==> config.mk <==
export PLATFORM = sky130hd
export DESIGN_NAME = sfe_engine
export DESIGN_NICKNAME = d
export VERILOG_FILES = /design/src/design/sfe_pkg.sv /design/src/design/sfe_stream_if.sv /design/src/design/sfe_engine.sv /design/src/design/sfe_sync.sv /design/src/design/sfe_fifo.sv
export SDC_FILE = /design/constraint.sdc
export NUM_CORES = 1
export LEC_CHECK = 0
export BUFFER_PORTS_ARGS = -buffer_cell sky130_fd_sc_hd__clkbuf_2
export CAP_MARGIN = 5
export CORE_AREA = 2 2 159 161
export DETAILED_ROUTE_END_ITERATION = 8
export DIE_AREA = 0 0 161 163
export PLACE_DENSITY_LB_ADDON = 0.05
export SYNTH_ARGS = -nofsm -noshare
export SYNTH_HDL_FRONTEND = slang
export SYNTH_HIERARCHICAL = 1
export SYNTH_SLANG_ARGS = --single-unit
==> constraint.sdc <==
create_clock -name clk -period 5 [get_ports clk]
set_input_delay 1 -clock clk [delete_from_list [all_inputs] [get_ports clk]]
set_output_delay 1 -clock clk [all_outputs]
set_load 0.01 [all_outputs]
==> src/design/sfe_pkg.sv <==
/*
  Shared constants and types of the serial frame format engine.
  Assumes nothing beyond a SystemVerilog compiler.
*/
package sfe_pkg;

  // ****************************************
  // Widths and depths
  // ****************************************
  localparam int WORD_W = 16;
  localparam int FIFO_DEPTH = 4;
  localparam int SYNC_STAGES = 2;
  localparam int EDGE_W = 6;
  localparam int CNT_W = 5;
  localparam logic [CNT_W-1:0] MIN_BITS = 5'h04;

  // ****************************************
  // Encodings and reset values
  // ****************************************
  localparam logic FMT_SSI = 1'b0;
  localparam logic FMT_SPI = 1'b1;
  localparam logic ROLE_MASTER = 1'b0;
  localparam logic PAD_OFF_N = 1'b1;
  localparam logic SSI_FSS_IDLE = 1'b0;
  localparam logic SPI_FSS_IDLE = 1'b1;
  localparam logic SSI_CLK_IDLE = 1'b0;

  typedef enum logic [2:0] {
    ST_IDLE,
    ST_PULSE,
    ST_SETUP,
    ST_RUN,
    ST_AFTER,
    ST_TAIL
  } sfe_state_t;

endpackage

==> src/design/sfe_stream_if.sv <==
/*
  Valid/ready word stream between the engine's own modules.
  Assumes both ends run on the same clock.
*/
interface sfe_stream_if #(
  parameter int W = 16
);
  logic valid;
  logic ready;
  logic [W-1:0] data;

  modport source (output valid, output data, input ready);
  modport sink (input valid, input data, output ready);
endinterface

==> src/design/sfe_engine.sv <==
/*
  Frame sequencer for synchronous serial and four SPI modes, master and slave.
  Assumes bit_tick is a one-cycle pulse every half serial clock period from an
  external prescaler; pins of the far party are asynchronous to clk.
*/
module sfe_engine #(
  parameter int WORD_W = sfe_pkg::WORD_W,
  parameter int FIFO_DEPTH = sfe_pkg::FIFO_DEPTH
) (
  input wire logic clk,
  input wire logic resetn,
  input wire logic port_enable,
  input wire logic master_slave_select_bit,
  input wire logic frame_format,
  input wire logic clock_polarity_bit,
  input wire logic clock_phase_bit,
  input wire logic [3:0] data_size,
  input wire logic bit_tick,
  input wire logic [WORD_W-1:0] tx_data,
  input wire logic tx_valid,
  output logic tx_ready,
  output logic [WORD_W-1:0] rx_data,
  output logic rx_valid,
  output logic serial_clock_out,
  output logic clock_pad_enable_n,
  output logic frame_select_out,
  output logic serial_tx_line,
  output logic tx_pad_enable_n,
  input wire logic serial_clock_in,
  input wire logic frame_select_in,
  input wire logic serial_rx_line
);

  // ****************************************
  // Decoding helpers
  // ****************************************
  function automatic logic [sfe_pkg::CNT_W-1:0] bits_of(input logic [3:0] ds);
    logic [sfe_pkg::CNT_W-1:0] n;
    n = {1'b0, ds} + 5'h01;
    if (n < sfe_pkg::MIN_BITS) begin
      n = sfe_pkg::MIN_BITS;
    end
    return n;
  endfunction

  function automatic logic [WORD_W-1:0] align_msb(input logic [WORD_W-1:0] w,
                                                  input logic [sfe_pkg::CNT_W-1:0] n);
    logic [WORD_W-1:0] r;
    r = w << (WORD_W[sfe_pkg::CNT_W-1:0] - n);
    return r;
  endfunction

  sfe_stream_if #(.W(WORD_W)) txq ();
  sfe_pkg::sfe_state_t st_q, st_d;
  logic [2:0] sync_q;
  logic sck_prev_q, fsi_prev_q;
  logic ssi, late, is_master, start_ok;
  logic [sfe_pkg::CNT_W-1:0] nb, bitcnt_q, bitcnt_d;
  logic [sfe_pkg::EDGE_W-1:0] edge_q, edge_d, e_next, last_edge;
  logic idle_clk, idle_fss;
  logic m_load, m_cap, m_prop, m_push, m_drive;
  logic fss_d, sclk_d, toe_d;
  logic sck, fsi, rise, fall, cap_edge, prop_edge, en, done, s_sel, s_active;
  logic s_load, s_cap, s_prop, s_push, s_act_q, s_act_d;
  logic load, cap, prop, push;
  logic [WORD_W-1:0] sh_q, sh_d, rx_sh_q, rx_sh_d, load_word, nb_mask;
  logic first_q, first_d, drive_q, drive_d;
  logic [1:0] settle_q;

  sfe_fifo #(.W(WORD_W), .DEPTH(FIFO_DEPTH)) u_txq (
    .clk(clk),
    .resetn(resetn),
    .in_data(tx_data),
    .in_valid(tx_valid),
    .in_ready(tx_ready),
    .out(txq.source)
  );

  sfe_sync #(.W(3)) u_sync (
    .clk(clk),
    .resetn(resetn),
    .d({serial_clock_in, frame_select_in, serial_rx_line}),
    .q(sync_q)
  );

  assign ssi = frame_format == sfe_pkg::FMT_SSI;
  assign late = clock_phase_bit | ssi;
  assign is_master = master_slave_select_bit == sfe_pkg::ROLE_MASTER;
  assign start_ok = port_enable && txq.valid;
  assign nb = bits_of(data_size);
  assign last_edge = {nb, 1'b0};
  assign e_next = edge_q + 6'h01;
  assign idle_clk = ssi ? sfe_pkg::SSI_CLK_IDLE : clock_polarity_bit;
  assign idle_fss = ssi ? sfe_pkg::SSI_FSS_IDLE : sfe_pkg::SPI_FSS_IDLE;
  assign nb_mask = ~({WORD_W{1'b1}} << nb);

  // ****************************************
  // Master sequencer
  // ****************************************
  always_comb begin
    st_d = st_q;
    edge_d = edge_q;
    m_load = 1'b0;
    m_cap = 1'b0;
    m_prop = 1'b0;
    m_push = 1'b0;
    m_drive = 1'b0;
    fss_d = frame_select_out;
    sclk_d = serial_clock_out;
    toe_d = tx_pad_enable_n;
    unique case (st_q)
      sfe_pkg::ST_IDLE: begin
        fss_d = idle_fss;
        sclk_d = idle_clk;
        toe_d = sfe_pkg::PAD_OFF_N;
        if (bit_tick && start_ok) begin
          m_load = 1'b1;
          edge_d = '0;
          toe_d = 1'b0;
          if (ssi) begin
            fss_d = 1'b1;
            sclk_d = 1'b1;
            st_d = sfe_pkg::ST_PULSE;
          end else begin
            fss_d = 1'b0;
            st_d = clock_phase_bit ? sfe_pkg::ST_RUN : sfe_pkg::ST_SETUP;
          end
        end
      end
      sfe_pkg::ST_PULSE: begin
        if (bit_tick) begin
          sclk_d = 1'b0;
          st_d = sfe_pkg::ST_RUN;
        end
      end
      sfe_pkg::ST_SETUP: begin
        if (bit_tick) begin
          m_drive = 1'b1;
          st_d = sfe_pkg::ST_RUN;
        end
      end
      sfe_pkg::ST_RUN: begin
        if (bit_tick) begin
          sclk_d = !serial_clock_out;
          edge_d = e_next;
          m_cap = e_next[0] ^ late;
          m_prop = !(e_next[0] ^ late);
          if (ssi && e_next == 6'h01) begin
            fss_d = 1'b0;
          end
          if (e_next == last_edge) begin
            st_d = sfe_pkg::ST_AFTER;
          end
        end
      end
      sfe_pkg::ST_AFTER: begin
        if (bit_tick) begin
          m_push = 1'b1;
          if (ssi && start_ok) begin
            m_load = 1'b1;
            edge_d = '0;
            fss_d = 1'b1;
            sclk_d = 1'b1;
            st_d = sfe_pkg::ST_PULSE;
          end else if (ssi) begin
            st_d = sfe_pkg::ST_IDLE;
          end else if (clock_phase_bit && start_ok) begin
            m_load = 1'b1;
            m_prop = 1'b1;
            sclk_d = !serial_clock_out;
            edge_d = 6'h01;
            st_d = sfe_pkg::ST_RUN;
          end else if (clock_phase_bit) begin
            st_d = sfe_pkg::ST_TAIL;
          end else begin
            fss_d = 1'b1;
            toe_d = sfe_pkg::PAD_OFF_N;
            st_d = sfe_pkg::ST_IDLE;
          end
        end
      end
      sfe_pkg::ST_TAIL: begin
        if (bit_tick) begin
          fss_d = 1'b1;
          toe_d = sfe_pkg::PAD_OFF_N;
          st_d = sfe_pkg::ST_IDLE;
        end
      end
    endcase
    if (!is_master) begin
      st_d = sfe_pkg::ST_IDLE;
      m_load = 1'b0;
      m_cap = 1'b0;
      m_prop = 1'b0;
      m_push = 1'b0;
      m_drive = 1'b0;
      fss_d = idle_fss;
      sclk_d = idle_clk;
      toe_d = !s_active;
    end
  end

  // ****************************************
  // Slave event decode
  // ****************************************
  assign sck = sync_q[2];
  assign fsi = sync_q[1];
  assign rise = sck && !sck_prev_q;
  assign fall = !sck && sck_prev_q;
  assign cap_edge = (ssi || clock_polarity_bit != clock_phase_bit) ? fall : rise;
  assign prop_edge = (ssi || clock_polarity_bit != clock_phase_bit) ? rise : fall;
  assign en = !is_master && port_enable && settle_q > 2'(sfe_pkg::SYNC_STAGES);
  assign done = bitcnt_q >= nb;
  assign s_sel = en && !ssi && !fsi;
  assign s_active = ssi ? s_act_q : s_sel;

  // Slave edges held off until synchronised pins settle
  always_ff @(posedge clk or negedge resetn) begin
    if (!resetn) begin
      settle_q <= 2'h0;
    end else if (settle_q != 2'h3) begin
      settle_q <= settle_q + 2'h1;
    end
  end

  always_comb begin
    s_load = 1'b0;
    s_prop = 1'b0;
    s_act_d = s_act_q;
    if (en && !ssi && fsi_prev_q && !fsi) begin
      s_load = 1'b1;
    end else if (en && ssi && fall && fsi) begin
      s_load = 1'b1;
      s_act_d = 1'b1;
    end else if (s_sel && prop_edge && done && clock_phase_bit) begin
      s_load = 1'b1;
      s_prop = 1'b1;
    end else if (s_active && prop_edge && !done) begin
      s_prop = 1'b1;
    end
    s_cap = s_active && cap_edge && !done;
    s_push = s_cap && (bitcnt_q + 5'h01 == nb);
    if (s_push && ssi) begin
      s_act_d = 1'b0;
    end
    if (!en) begin
      s_act_d = 1'b0;
    end
  end

  // ****************************************
  // Shared shifters
  // ****************************************
  assign load = m_load | s_load;
  assign cap = m_cap | s_cap;
  assign prop = m_prop | s_prop;
  assign push = m_push | s_push;
  assign txq.ready = load && txq.valid;
  assign load_word = txq.valid ? align_msb(txq.data, nb) : '0;

  always_comb begin
    sh_d = sh_q;
    first_d = first_q;
    bitcnt_d = bitcnt_q;
    if (load) begin
      sh_d = load_word;
      first_d = late && !prop;
      bitcnt_d = '0;
    end else if (prop) begin
      first_d = 1'b0;
      if (!first_q) begin
        sh_d = sh_q << 1;
      end
    end
    if (cap) begin
      bitcnt_d = bitcnt_q + 5'h01;
    end
    rx_sh_d = cap ? {rx_sh_q[WORD_W-2:0], sync_q[0]} : rx_sh_q;
    if (is_master) begin
      drive_d = (st_d == sfe_pkg::ST_IDLE) ? 1'b0 : (drive_q | m_drive | m_prop);
    end else begin
      drive_d = s_active && !(s_sel && done && !clock_phase_bit);
    end
  end

  always_ff @(posedge clk or negedge resetn) begin
    if (!resetn) begin
      st_q <= sfe_pkg::ST_IDLE;
      edge_q <= '0;
    end else begin
      st_q <= st_d;
      edge_q <= edge_d;
    end
  end

  always_ff @(posedge clk or negedge resetn) begin
    if (!resetn) begin
      sh_q <= '0;
      rx_sh_q <= '0;
      first_q <= 1'b0;
      bitcnt_q <= '0;
      drive_q <= 1'b0;
      s_act_q <= 1'b0;
      sck_prev_q <= 1'b0;
      fsi_prev_q <= 1'b1;
    end else begin
      sh_q <= sh_d;
      rx_sh_q <= rx_sh_d;
      first_q <= first_d;
      bitcnt_q <= bitcnt_d;
      drive_q <= drive_d;
      s_act_q <= s_act_d;
      sck_prev_q <= sck;
      fsi_prev_q <= fsi;
    end
  end

  // ****************************************
  // Receive word output
  // ****************************************
  always_ff @(posedge clk or negedge resetn) begin
    if (!resetn) begin
      rx_data <= '0;
      rx_valid <= 1'b0;
    end else begin
      rx_valid <= push;
      if (push) begin
        rx_data <= rx_sh_d & nb_mask;
      end
    end
  end

  // ****************************************
  // Pin registers
  // ****************************************
  always_ff @(posedge clk or negedge resetn) begin
    if (!resetn) begin
      serial_clock_out <= sfe_pkg::SSI_CLK_IDLE;
      frame_select_out <= sfe_pkg::SSI_FSS_IDLE;
      clock_pad_enable_n <= 1'b0;
      tx_pad_enable_n <= sfe_pkg::PAD_OFF_N;
      serial_tx_line <= 1'b0;
    end else begin
      serial_clock_out <= sclk_d;
      frame_select_out <= fss_d;
      clock_pad_enable_n <= !is_master;
      tx_pad_enable_n <= toe_d;
      serial_tx_line <= drive_d ? sh_d[WORD_W-1] : 1'b0;
    end
  end

endmodule

==> src/design/sfe_sync.sv <==
/*
  Two-stage synchroniser for a group of asynchronous pin levels.
  Assumes each bit is an independent level.
*/
module sfe_sync #(
  parameter int W = 3
) (
  input wire logic clk,
  input wire logic resetn,
  input wire logic [W-1:0] d,
  output logic [W-1:0] q
);

  logic [W-1:0] meta_q;

  always_ff @(posedge clk or negedge resetn) begin
    if (!resetn) begin
      meta_q <= '0;
      q <= '0;
    end else begin
      meta_q <= d;
      q <= meta_q;
    end
  end

endmodule

==> src/design/sfe_fifo.sv <==
/*
  Word FIFO with valid/ready on both sides and registered full flag.
  Assumes DEPTH is a power of two.
*/
module sfe_fifo #(
  parameter int W = sfe_pkg::WORD_W,
  parameter int DEPTH = sfe_pkg::FIFO_DEPTH
) (
  input wire logic clk,
  input wire logic resetn,
  input wire logic [W-1:0] in_data,
  input wire logic in_valid,
  output logic in_ready,
  sfe_stream_if.source out
);

  localparam int AW = $clog2(DEPTH);

  logic [W-1:0] mem [DEPTH];
  logic [AW-1:0] wr_q;
  logic [AW-1:0] rd_q;
  logic [AW:0] count_q;
  logic [AW:0] count_d;
  logic push;
  logic pop;

  assign push = in_valid && in_ready;
  assign pop = out.valid && out.ready;
  assign out.data = mem[rd_q];

  always_comb begin
    count_d = count_q;
    if (push && !pop) begin
      count_d = count_q + 1'b1;
    end else if (pop && !push) begin
      count_d = count_q - 1'b1;
    end
  end

  // ****************************************
  // Storage
  // ****************************************
  always_ff @(posedge clk) begin
    if (push) begin
      mem[wr_q] <= in_data;
    end
  end

  // ****************************************
  // Pointers and flags
  // ****************************************
  always_ff @(posedge clk or negedge resetn) begin
    if (!resetn) begin
      wr_q <= '0;
      rd_q <= '0;
      count_q <= '0;
      in_ready <= 1'b0;
      out.valid <= 1'b0;
    end else begin
      if (push) begin
        wr_q <= wr_q + 1'b1;
      end
      if (pop) begin
        rd_q <= rd_q + 1'b1;
      end
      count_q <= count_d;
      in_ready <= count_d != DEPTH[AW:0];
      out.valid <= count_d != '0;
    end
  end

endmodule

==> Word level (Yosys, flattened, before mapping) <==
Memory sizes are Yosys's and may differ from the RTL's.
Index checks and enable logic that the tools add are counted.
Widths: inputs -> output; s select.
{ "word_totals": {"reg_bits": 90, "ramBits": 64, "input_bits": 32, "wordCells": 248, "n_memories": 1} }
{ "op_classes": {"n_addsub": 9, "n_lt_le_gt_ge": 3, "eq_ne": 32, "n_shift": 2, "n_mux": 101, "n_bitwise": 11, "reduce_logical": 63} }
{ "memory_table": {"columns": ["name", "depth", "word_bits", "read_ports", "rd_clocked_by_memory_dff", "write_ports", "line", "text"], "rows": [
  ["u_txq.mem", 4, 16, 1, 0, 1, "sfe_fifo.sv:19", "logic [W-1:0] mem [DEPTH];"]
]} }
{ "ops": {"columns": ["op", "n"], "rows": [
  ["$mux 16", 5],
  ["$mux 1", 66],
  ["$mux 3", 13],
  ["$mux 6", 6],
  ["$ne 3x3->1 const B", 12],
  ["$logic_and 1x1->1", 34],
  ["$pmux 6 s3", 1],
  ["$and 16x16->16", 1],
  ["$ne 4x4->1 const B", 4],
  ["$not 16->16", 1],
  ["$shl 16x5->16", 1],
  ["$shl 16x5->16 const A", 1],
  ["$mux 5", 3],
  ["$pmux 3 s5", 1],
  ["$logic_not 1->1", 12],
  ["$reduce_and 6->1", 2],
  ["$ne 2x2->1 const B", 5],
  ["$reduce_bool 5->1", 2],
  ["$pmux 1 s4", 2],
  ["$reduce_and 8->1", 1],
  ["$or 1x1->1", 7],
  ["$reduce_and 7->1", 1],
  ["$add 2x1->2 const B", 3],
  ["$add 6x1->6 const B", 1],
  ["other kinds (29)", 36]
]} }

==> Depth between registers and ports, before layout <==
{ "logic_depth": {"depth_word": 17, "depth_mapped": 15, "ltp_nobuf": 14} }

==> Hierarchy <==
Netlist, hierarchy kept.
{ "modules_own_cells": {"columns": ["module", "instances", "cells_each", "area_per_inst_um2", "seq_area_each_um2"], "rows": [
  ["sfe_engine", 1, 557, 5022.3, 1879.3],
  ["sfe_fifo", 1, 133, 2857.7, 2147.1],
  ["sfe_sync", 1, 6, 150.1, 150.1]
]} }

==> Worst setup path after synthesis <==
Ideal clock, no wire load.
{ "synth_path": {"path_type": "input port to flip-flop", "start": "input data_size[0]", "end": "register u_txq.out.valid", "setup_ns": 0.126, "arrival_time_ns": 4.282, "slack_ns": 0.592, "stages": 15, "path_buffers": 2, "path_cell_list": "ha_1 > xnor2_1 > a21oi_4 > buf_4 > ha_1 > nand2b_1 > a2111o_1 > a31oi_1 > o31a_1 > clkbuf_1 > nor2b_1 > and2_1 > xnor2_2 > o221ai_1 > nand2b_1"} }
{ "synth_via": {"elab_chain_len": 16} }
{ "synth_rtl": {"columns": ["item", "line", "text"], "rows": [
  ["start, declared", "sfe_engine.sv:17", "input wire logic [3:0] data_size,"],
  ["$add 4x1->5 *", "sfe_engine.sv:39", "n = {1'b0, ds} + 5'h01;"],
  ["$lt 5x3->1", "sfe_engine.sv:40", "if (n < sfe_pkg::MIN_BITS) begin"],
  ["$mux 5 *", "sfe_engine.sv:40", null],
  ["$ge 5x5->1 *", "sfe_engine.sv:213", "assign done = bitcnt_q >= nb;"],
  ["$logic_and 1x1->1 * (2 in a row)", "sfe_engine.sv:235", "end else if (s_sel && prop_edge && done && clock_phase_bit) begin"],
  ["$mux 1 *", "sfe_engine.sv:235", null],
  ["$mux 1 *", "sfe_engine.sv:232", "end else if (en && ssi && fall && fsi) begin"],
  ["$mux 1 *", "sfe_engine.sv:230", "if (en && !ssi && fsi_prev_q && !fsi) begin"],
  ["$or 1x1->1 *", "sfe_engine.sv:254", "assign load = m_load | s_load;"],
  ["$logic_and 1x1->1 *", "sfe_engine.sv:258", "assign txq.ready = load && txq.valid;"],
  ["net txq.ready", "sfe_stream_if.sv:9", "logic ready;"],
  ["$logic_and 1x1->1 *", "sfe_fifo.sv:28", "assign pop = out.valid && out.ready;"],
  ["$logic_and 1x1->1 or $logic_not 1->1 (tied branches)", "sfe_fifo.sv:35, sfe_fifo.sv:33", null],
  ["$mux 3 or $logic_and 1x1->1 (tied branches)", "sfe_fifo.sv:35, sfe_fifo.sv:33", null],
  ["$mux 3 *", "sfe_fifo.sv:33", "if (push && !pop) begin"],
  ["$reduce_bool 3->1 *", "sfe_fifo.sv:68", "out.valid <= count_d != '0;"],
  ["end signal, assigned", "sfe_fifo.sv:58", "out.valid <= 1'b0;"],
  ["end signal, assigned", "sfe_fifo.sv:68", null],
  ["end, declared", "sfe_stream_if.sv:12", "modport source (output valid, output data, input ready);"]
]} }
Mark *: on every way through the listed nets, which the timed path passes. The rest lies on a longest branch.
A chain may end at the register's enable or synchronous reset.

==> Worst setup path after layout <==
{ "layout_path": {"start": "input data_size[0]", "end": "register rx_data[2]"} }
{ "layout_via": {"elab_chain_len": 9} }
{ "layout_rtl": {"columns": ["item", "line", "text"], "rows": [
  ["$add 4x1->5 *", "sfe_engine.sv:39", null],
  ["$lt 5x3->1", "sfe_engine.sv:40", null],
  ["$mux 5 *", "sfe_engine.sv:40", null],
  ["$ge 5x5->1 *", "sfe_engine.sv:213", null],
  ["$logic_not 1->1 *", "sfe_engine.sv:241", "s_cap = s_active && cap_edge && !done;"],
  ["$logic_and 1x1->1 *", "sfe_engine.sv:241", null],
  ["$or 1x1->1 *", "sfe_engine.sv:255", "assign cap = m_cap | s_cap;"],
  ["$mux 16 *", "sfe_engine.sv:278", "rx_sh_d = cap ? {rx_sh_q[WORD_W-2:0], sync_q[0]} : rx_sh_q;"],
  ["net rx_sh_d[2]", "sfe_engine.sv:66", "logic [WORD_W-1:0] sh_q, sh_d, rx_sh_q, rx_sh_d, load_word, nb_mask;"],
  ["$and 16x16->16 *", "sfe_engine.sv:328", "rx_data <= rx_sh_d & nb_mask;"],
  ["end signal, assigned", "sfe_engine.sv:328", null],
  ["end, declared", "sfe_engine.sv:22", "output logic [WORD_W-1:0] rx_data,"]
]} }
Marked as above.

==> results summary <==
The wire length of the first global-routing pass is 32.5 mm. The count of input and output buffers came out at 54. The count of routing violations after the opening detailed-route iteration came out at 366. The number of antenna violations at the first check in global routing is 0. The power density normalized to cell area is between 500 and 600 mW/mm². The worst ir drop on vdd came out at ~250 µV. The die boundary width came out at roughly 160 µm. At the end of the flow, the number of nets in the layout was 798. The instance count of the mapped netlist came out at approximately 700. The number of sinks on the clock net came out at around 150. The post-route DRC violation count is 0. The vertical extent of the die came out at around 160 µm. The worst setup path is launched from a primary input. The aggregate routed wire length is ~20 mm. The area overhead of the layout relative to synthesis came out at 15.1%. The required time at the worst-slack endpoint came out at 5320 ps. Once the clock tree was built, the setup fixing pass inserted 0 buffers.

Dividing the detail-routed via count by the number of cells gives around 5.1. The slew at the pin closest to its max-slew limit is ~1200 ps. The first TritonRoute pass finished after 5 iterations. Setup violations remaining at the end of the flow were counted as 0. Summing all multi-input logic gate instances after layout gives between 0.003 and 0.004 mm². The number of synthesized flops with an enable pin is 64. The flow ran to the end, and the final reports show no timing, DRC or antenna violations.

The main flop type after synthesis is sky130_fd_sc_hd__dfrtp_1. The final worst-path cycle share is 0.838. The highest signal layer in the routed design is met4.

For this run, the top clock speed supported by timing is about 240 MHz. The critical path arrival came out at 4510 ps. The synthesized netlist net count is 748.

The share of async-settable or async-resettable flops after synthesis came out at 0.584. The final period demand of the worst path is around 4200 ps. In this run the standard cell core region covers around 0.025 mm². The via count of the first global-routing pass came to 5802. TritonCTS built the clock tree. Of all nets on the critical path, the largest fanout is 18. The sequential cells in the finished layout cover a total of 0.00418 mm².

The aggregate global routing overflow came out at 0. The sum of met3 wire segment lengths after detailed routing is 422 µm. The final setup skew is around 12 ps. The analysis attributes to cell leakage a power of 0.00367 µW. The max-cap violation count is 0. The area of the die is 0.0262 mm².

In the final layout, the share of cells above drive strength 1 is 0.227. The number of H-tree branching levels came out at 4. The hold buffer count at cts came out at 0. After detailed routing, the met2 layer carries approximately 9.9 mm of wire. In this run the mean area of a mapped cell was about 12 µm². Yosys attributes the largest share of cell area to sky130_fd_sc_hd__dfrtp_1 27%, sky130_fd_sc_hd__edfxtp_1 24%, sky130_fd_sc_hd__mux4_2 7.3%.

In the final routed layout, each cell accounts on average for around 18 µm. In this run, distinct cell masters in the synthesized netlist total 72. Clock-pin slew was measured on the worst setup and hold paths at about 70 ps. The worst hold path belongs to the class register to register.

The floorplan row count is 58. The global placement routability congestion came out at between 0.8 and 0.9. Counting flops and latches in the post-synthesis netlist gives ~150. The largest total area in the synthesized netlist belongs to sky130_fd_sc_hd__dfrtp_1. The worst-case headroom to the max-slew limit came out at 0.181. Entering global routing, the biggest net connects between 60 and 70 pins. The design draws between 4000 and 5000 µW. At the end of the flow the core is filled with cells to 0.375.

The routed metal-1 wire length came out at 9.01 mm. The effective utilization at floorplan came out at 0.325. The combined global-route utilization of all metal layers came out at 0.160.

The design area is about 0.009 mm². The yosys synthesis warning count is 6. The cell sitting at the root of the clock tree is a sky130_fd_sc_hd__clkbuf_16.

The area after detailed placement came out at 0.00865 mm². The critical path in this run is classified as primary input to register. The worst setup path is captured at a register. The number of fill cells came out at approximately 2400. The area share of the largest cell type after synthesis is 0.274. The repair_antennas step left the layout with diodes totalling 0.

The total half-perimeter wirelength after legalization and detailed placement came out at roughly 14 mm. The post-cts repair resize count is 0. In this run the count of I/O pins placed on the die edge is 55.

The hold violation count in the final report is 0. Setup repair after global routing left no endpoint under its margin. The insertion delay of the later-clocked pin in the worst-skew pair came out at roughly 430 ps. The number of buffers on the longest clock path came out at 2. The part of the Yosys area used for sequential elements is 0.520. The setup TNS came out at 0 ps.

The number of buffers added by the clock tree synthesis step came out at 17. The final route contains roughly 5600 vias. The post-synthesis cell area is between 0.008 and 0.009 mm². The count of nets left with antenna violations once routing finished came out at 0. The max-slew violation count was 0.
flip-flops by register name, indices dropped and copies added, names as in the netlist, 2 cells and up:
name           flops
settle_q           2
u_txq/count_q      3
u_sync/q           3
bitcnt_q           5
edge_q             6
u_txq/mem         64
sh_q              16
rx_data           16
rx_sh_q           16
st_q               3
u_txq/wr_q         2
u_txq/rd_q         2
u_sync/meta_q      3
per-stage QoR:
step           setup slack [ps]  hold WS, ps  instances
6_report                    811          355       1089
5_1_grt                     550          364       1089
4_1_cts                     773          357       1089
3_5_place_dp                317          336       1057
3_3_place_gp                481          334       1057
2_1_floorplan               592          331        696
placed cells by master (no fill, tap or decap), types with 3 or more instances in the layout:
master and n:
sky130_fd_sc_hd__a211oi_1 3, sky130_fd_sc_hd__a21oi_1 44, sky130_fd_sc_hd__a31oi_1 4, sky130_fd_sc_hd__a41oi_1 3
sky130_fd_sc_hd__and2_1 6, sky130_fd_sc_hd__and3_1 3, sky130_fd_sc_hd__and3_2 4, sky130_fd_sc_hd__buf_4 13
sky130_fd_sc_hd__clkbuf_16 17, sky130_fd_sc_hd__clkbuf_2 53, sky130_fd_sc_hd__dfrtp_1 88, sky130_fd_sc_hd__edfxtp_1 64
sky130_fd_sc_hd__ha_1 20, sky130_fd_sc_hd__inv_1 29, sky130_fd_sc_hd__inv_6 8, sky130_fd_sc_hd__inv_8 3
sky130_fd_sc_hd__mux2_2 27, sky130_fd_sc_hd__mux2i_1 17, sky130_fd_sc_hd__mux4_2 26, sky130_fd_sc_hd__nand2_1 45
sky130_fd_sc_hd__nand2b_1 20, sky130_fd_sc_hd__nand3_1 28, sky130_fd_sc_hd__nand4_1 3, sky130_fd_sc_hd__nor2_1 47
sky130_fd_sc_hd__nor2b_1 8, sky130_fd_sc_hd__nor3_1 12, sky130_fd_sc_hd__nor3b_1 3, sky130_fd_sc_hd__nor4_1 3
sky130_fd_sc_hd__o211ai_1 4, sky130_fd_sc_hd__o21ai_0 54, sky130_fd_sc_hd__o22ai_1 10, sky130_fd_sc_hd__o31ai_1 6
sky130_fd_sc_hd__o32ai_1 3, sky130_fd_sc_hd__or3_1 7, sky130_fd_sc_hd__xnor2_1 19, sky130_fd_sc_hd__xor2_1 4
routing by layer:
layer,track usage,up-vias
li1,-,2691
met1,0.208,2810
met4,0.0576,0
met5,0,-
met2,0.271,76
met3,0.0232,17
area by class of cell:
type / count / area share
sequential: 154 / 0.452
multi-input combinational: 477 / 0.387
clock buffer: 17 / 0.0460
tap: 330 / 0.0447
timing repair buffer: 66 / 0.0392
clock inverter: 15 / 0.0188
inverter: 30 / 0.0122
cell usage after synthesis, types with 4 or more instances:
cell                       count
sky130_fd_sc_hd__buf_2         7
sky130_fd_sc_hd__and3_2        4
sky130_fd_sc_hd__mux2i_1      17
sky130_fd_sc_hd__nand3_1      28
sky130_fd_sc_hd__a31oi_1       5
sky130_fd_sc_hd__inv_1        29
sky130_fd_sc_hd__xnor2_1      19
sky130_fd_sc_hd__edfxtp_1     64
sky130_fd_sc_hd__o21ai_0      54
sky130_fd_sc_hd__o22ai_1      10
sky130_fd_sc_hd__nand2b_1     20
sky130_fd_sc_hd__nor2_1       47
sky130_fd_sc_hd__ha_1         20
sky130_fd_sc_hd__xor2_1        4
sky130_fd_sc_hd__nor3_1       12
sky130_fd_sc_hd__mux4_2       26
sky130_fd_sc_hd__and2_1        6
sky130_fd_sc_hd__o211ai_1      4
sky130_fd_sc_hd__o31ai_1       6
sky130_fd_sc_hd__mux2_2       27
sky130_fd_sc_hd__dfrtp_1      88
sky130_fd_sc_hd__a21oi_1      44
sky130_fd_sc_hd__nand2_1      45
sky130_fd_sc_hd__nor2b_1       8
sky130_fd_sc_hd__clkbuf_1     22
sky130_fd_sc_hd__or3_1         7
critical path, stage by stage:
cell and delay (ps):
sky130_fd_sc_hd__clkbuf_2 170, sky130_fd_sc_hd__ha_1 240, sky130_fd_sc_hd__nand2_1 170, sky130_fd_sc_hd__o311ai_2 550
sky130_fd_sc_hd__ha_1 340, sky130_fd_sc_hd__a2111o_1 410, sky130_fd_sc_hd__a31oi_1 360, sky130_fd_sc_hd__a31oi_2 540
sky130_fd_sc_hd__mux2_2 460, sky130_fd_sc_hd__mux2_2 260
worst paths after layout:
check | slack (ps) | endpoint | depth (start not counted) | from
setup reg to reg | 1880 | rx_data[2] | 8 | bitcnt_q[0]
setup / recovery | 810 | rx_data[2] | 10 | data_size[0]
min in group asynchronous | 680 | rx_valid | 1 | resetn
max in group asynchronous | 3400 | fsi_prev_q | 2 | resetn
hold / removal | 350 | u_sync/q[2] | 0 | u_sync/meta_q[2]
hold reg to reg | 350 | u_sync/q[2] | 0 | u_sync/meta_q[2]
kinds of logic (layout without fill, tap and decap cells):
logic type / count (synthesis) / count (layout) / share of synthesized area
adder cells (fa/ha/maj): 20 / 20 / 0.0312
AND/OR/NAND/NOR: 202 / 202 / 0.127
multiplexers: 71 / 71 / 0.134
buffers and inverters: 65 / 128 / 0.0347
AO/OA/AOI/OAI: 159 / 159 / 0.125
flip-flops: 154 / 154 / 0.520
XOR/XNOR: 25 / 25 / 0.0291
report_power, final:
part           switching, µW  total, µW  internal, µW  leakage (µW)
clock network            592       1350           757      0.000296
registers                246       1880          1630       0.00172
logic                    835       1550           716       0.00165
Note: power is estimated with default switching activity, not from simulation.
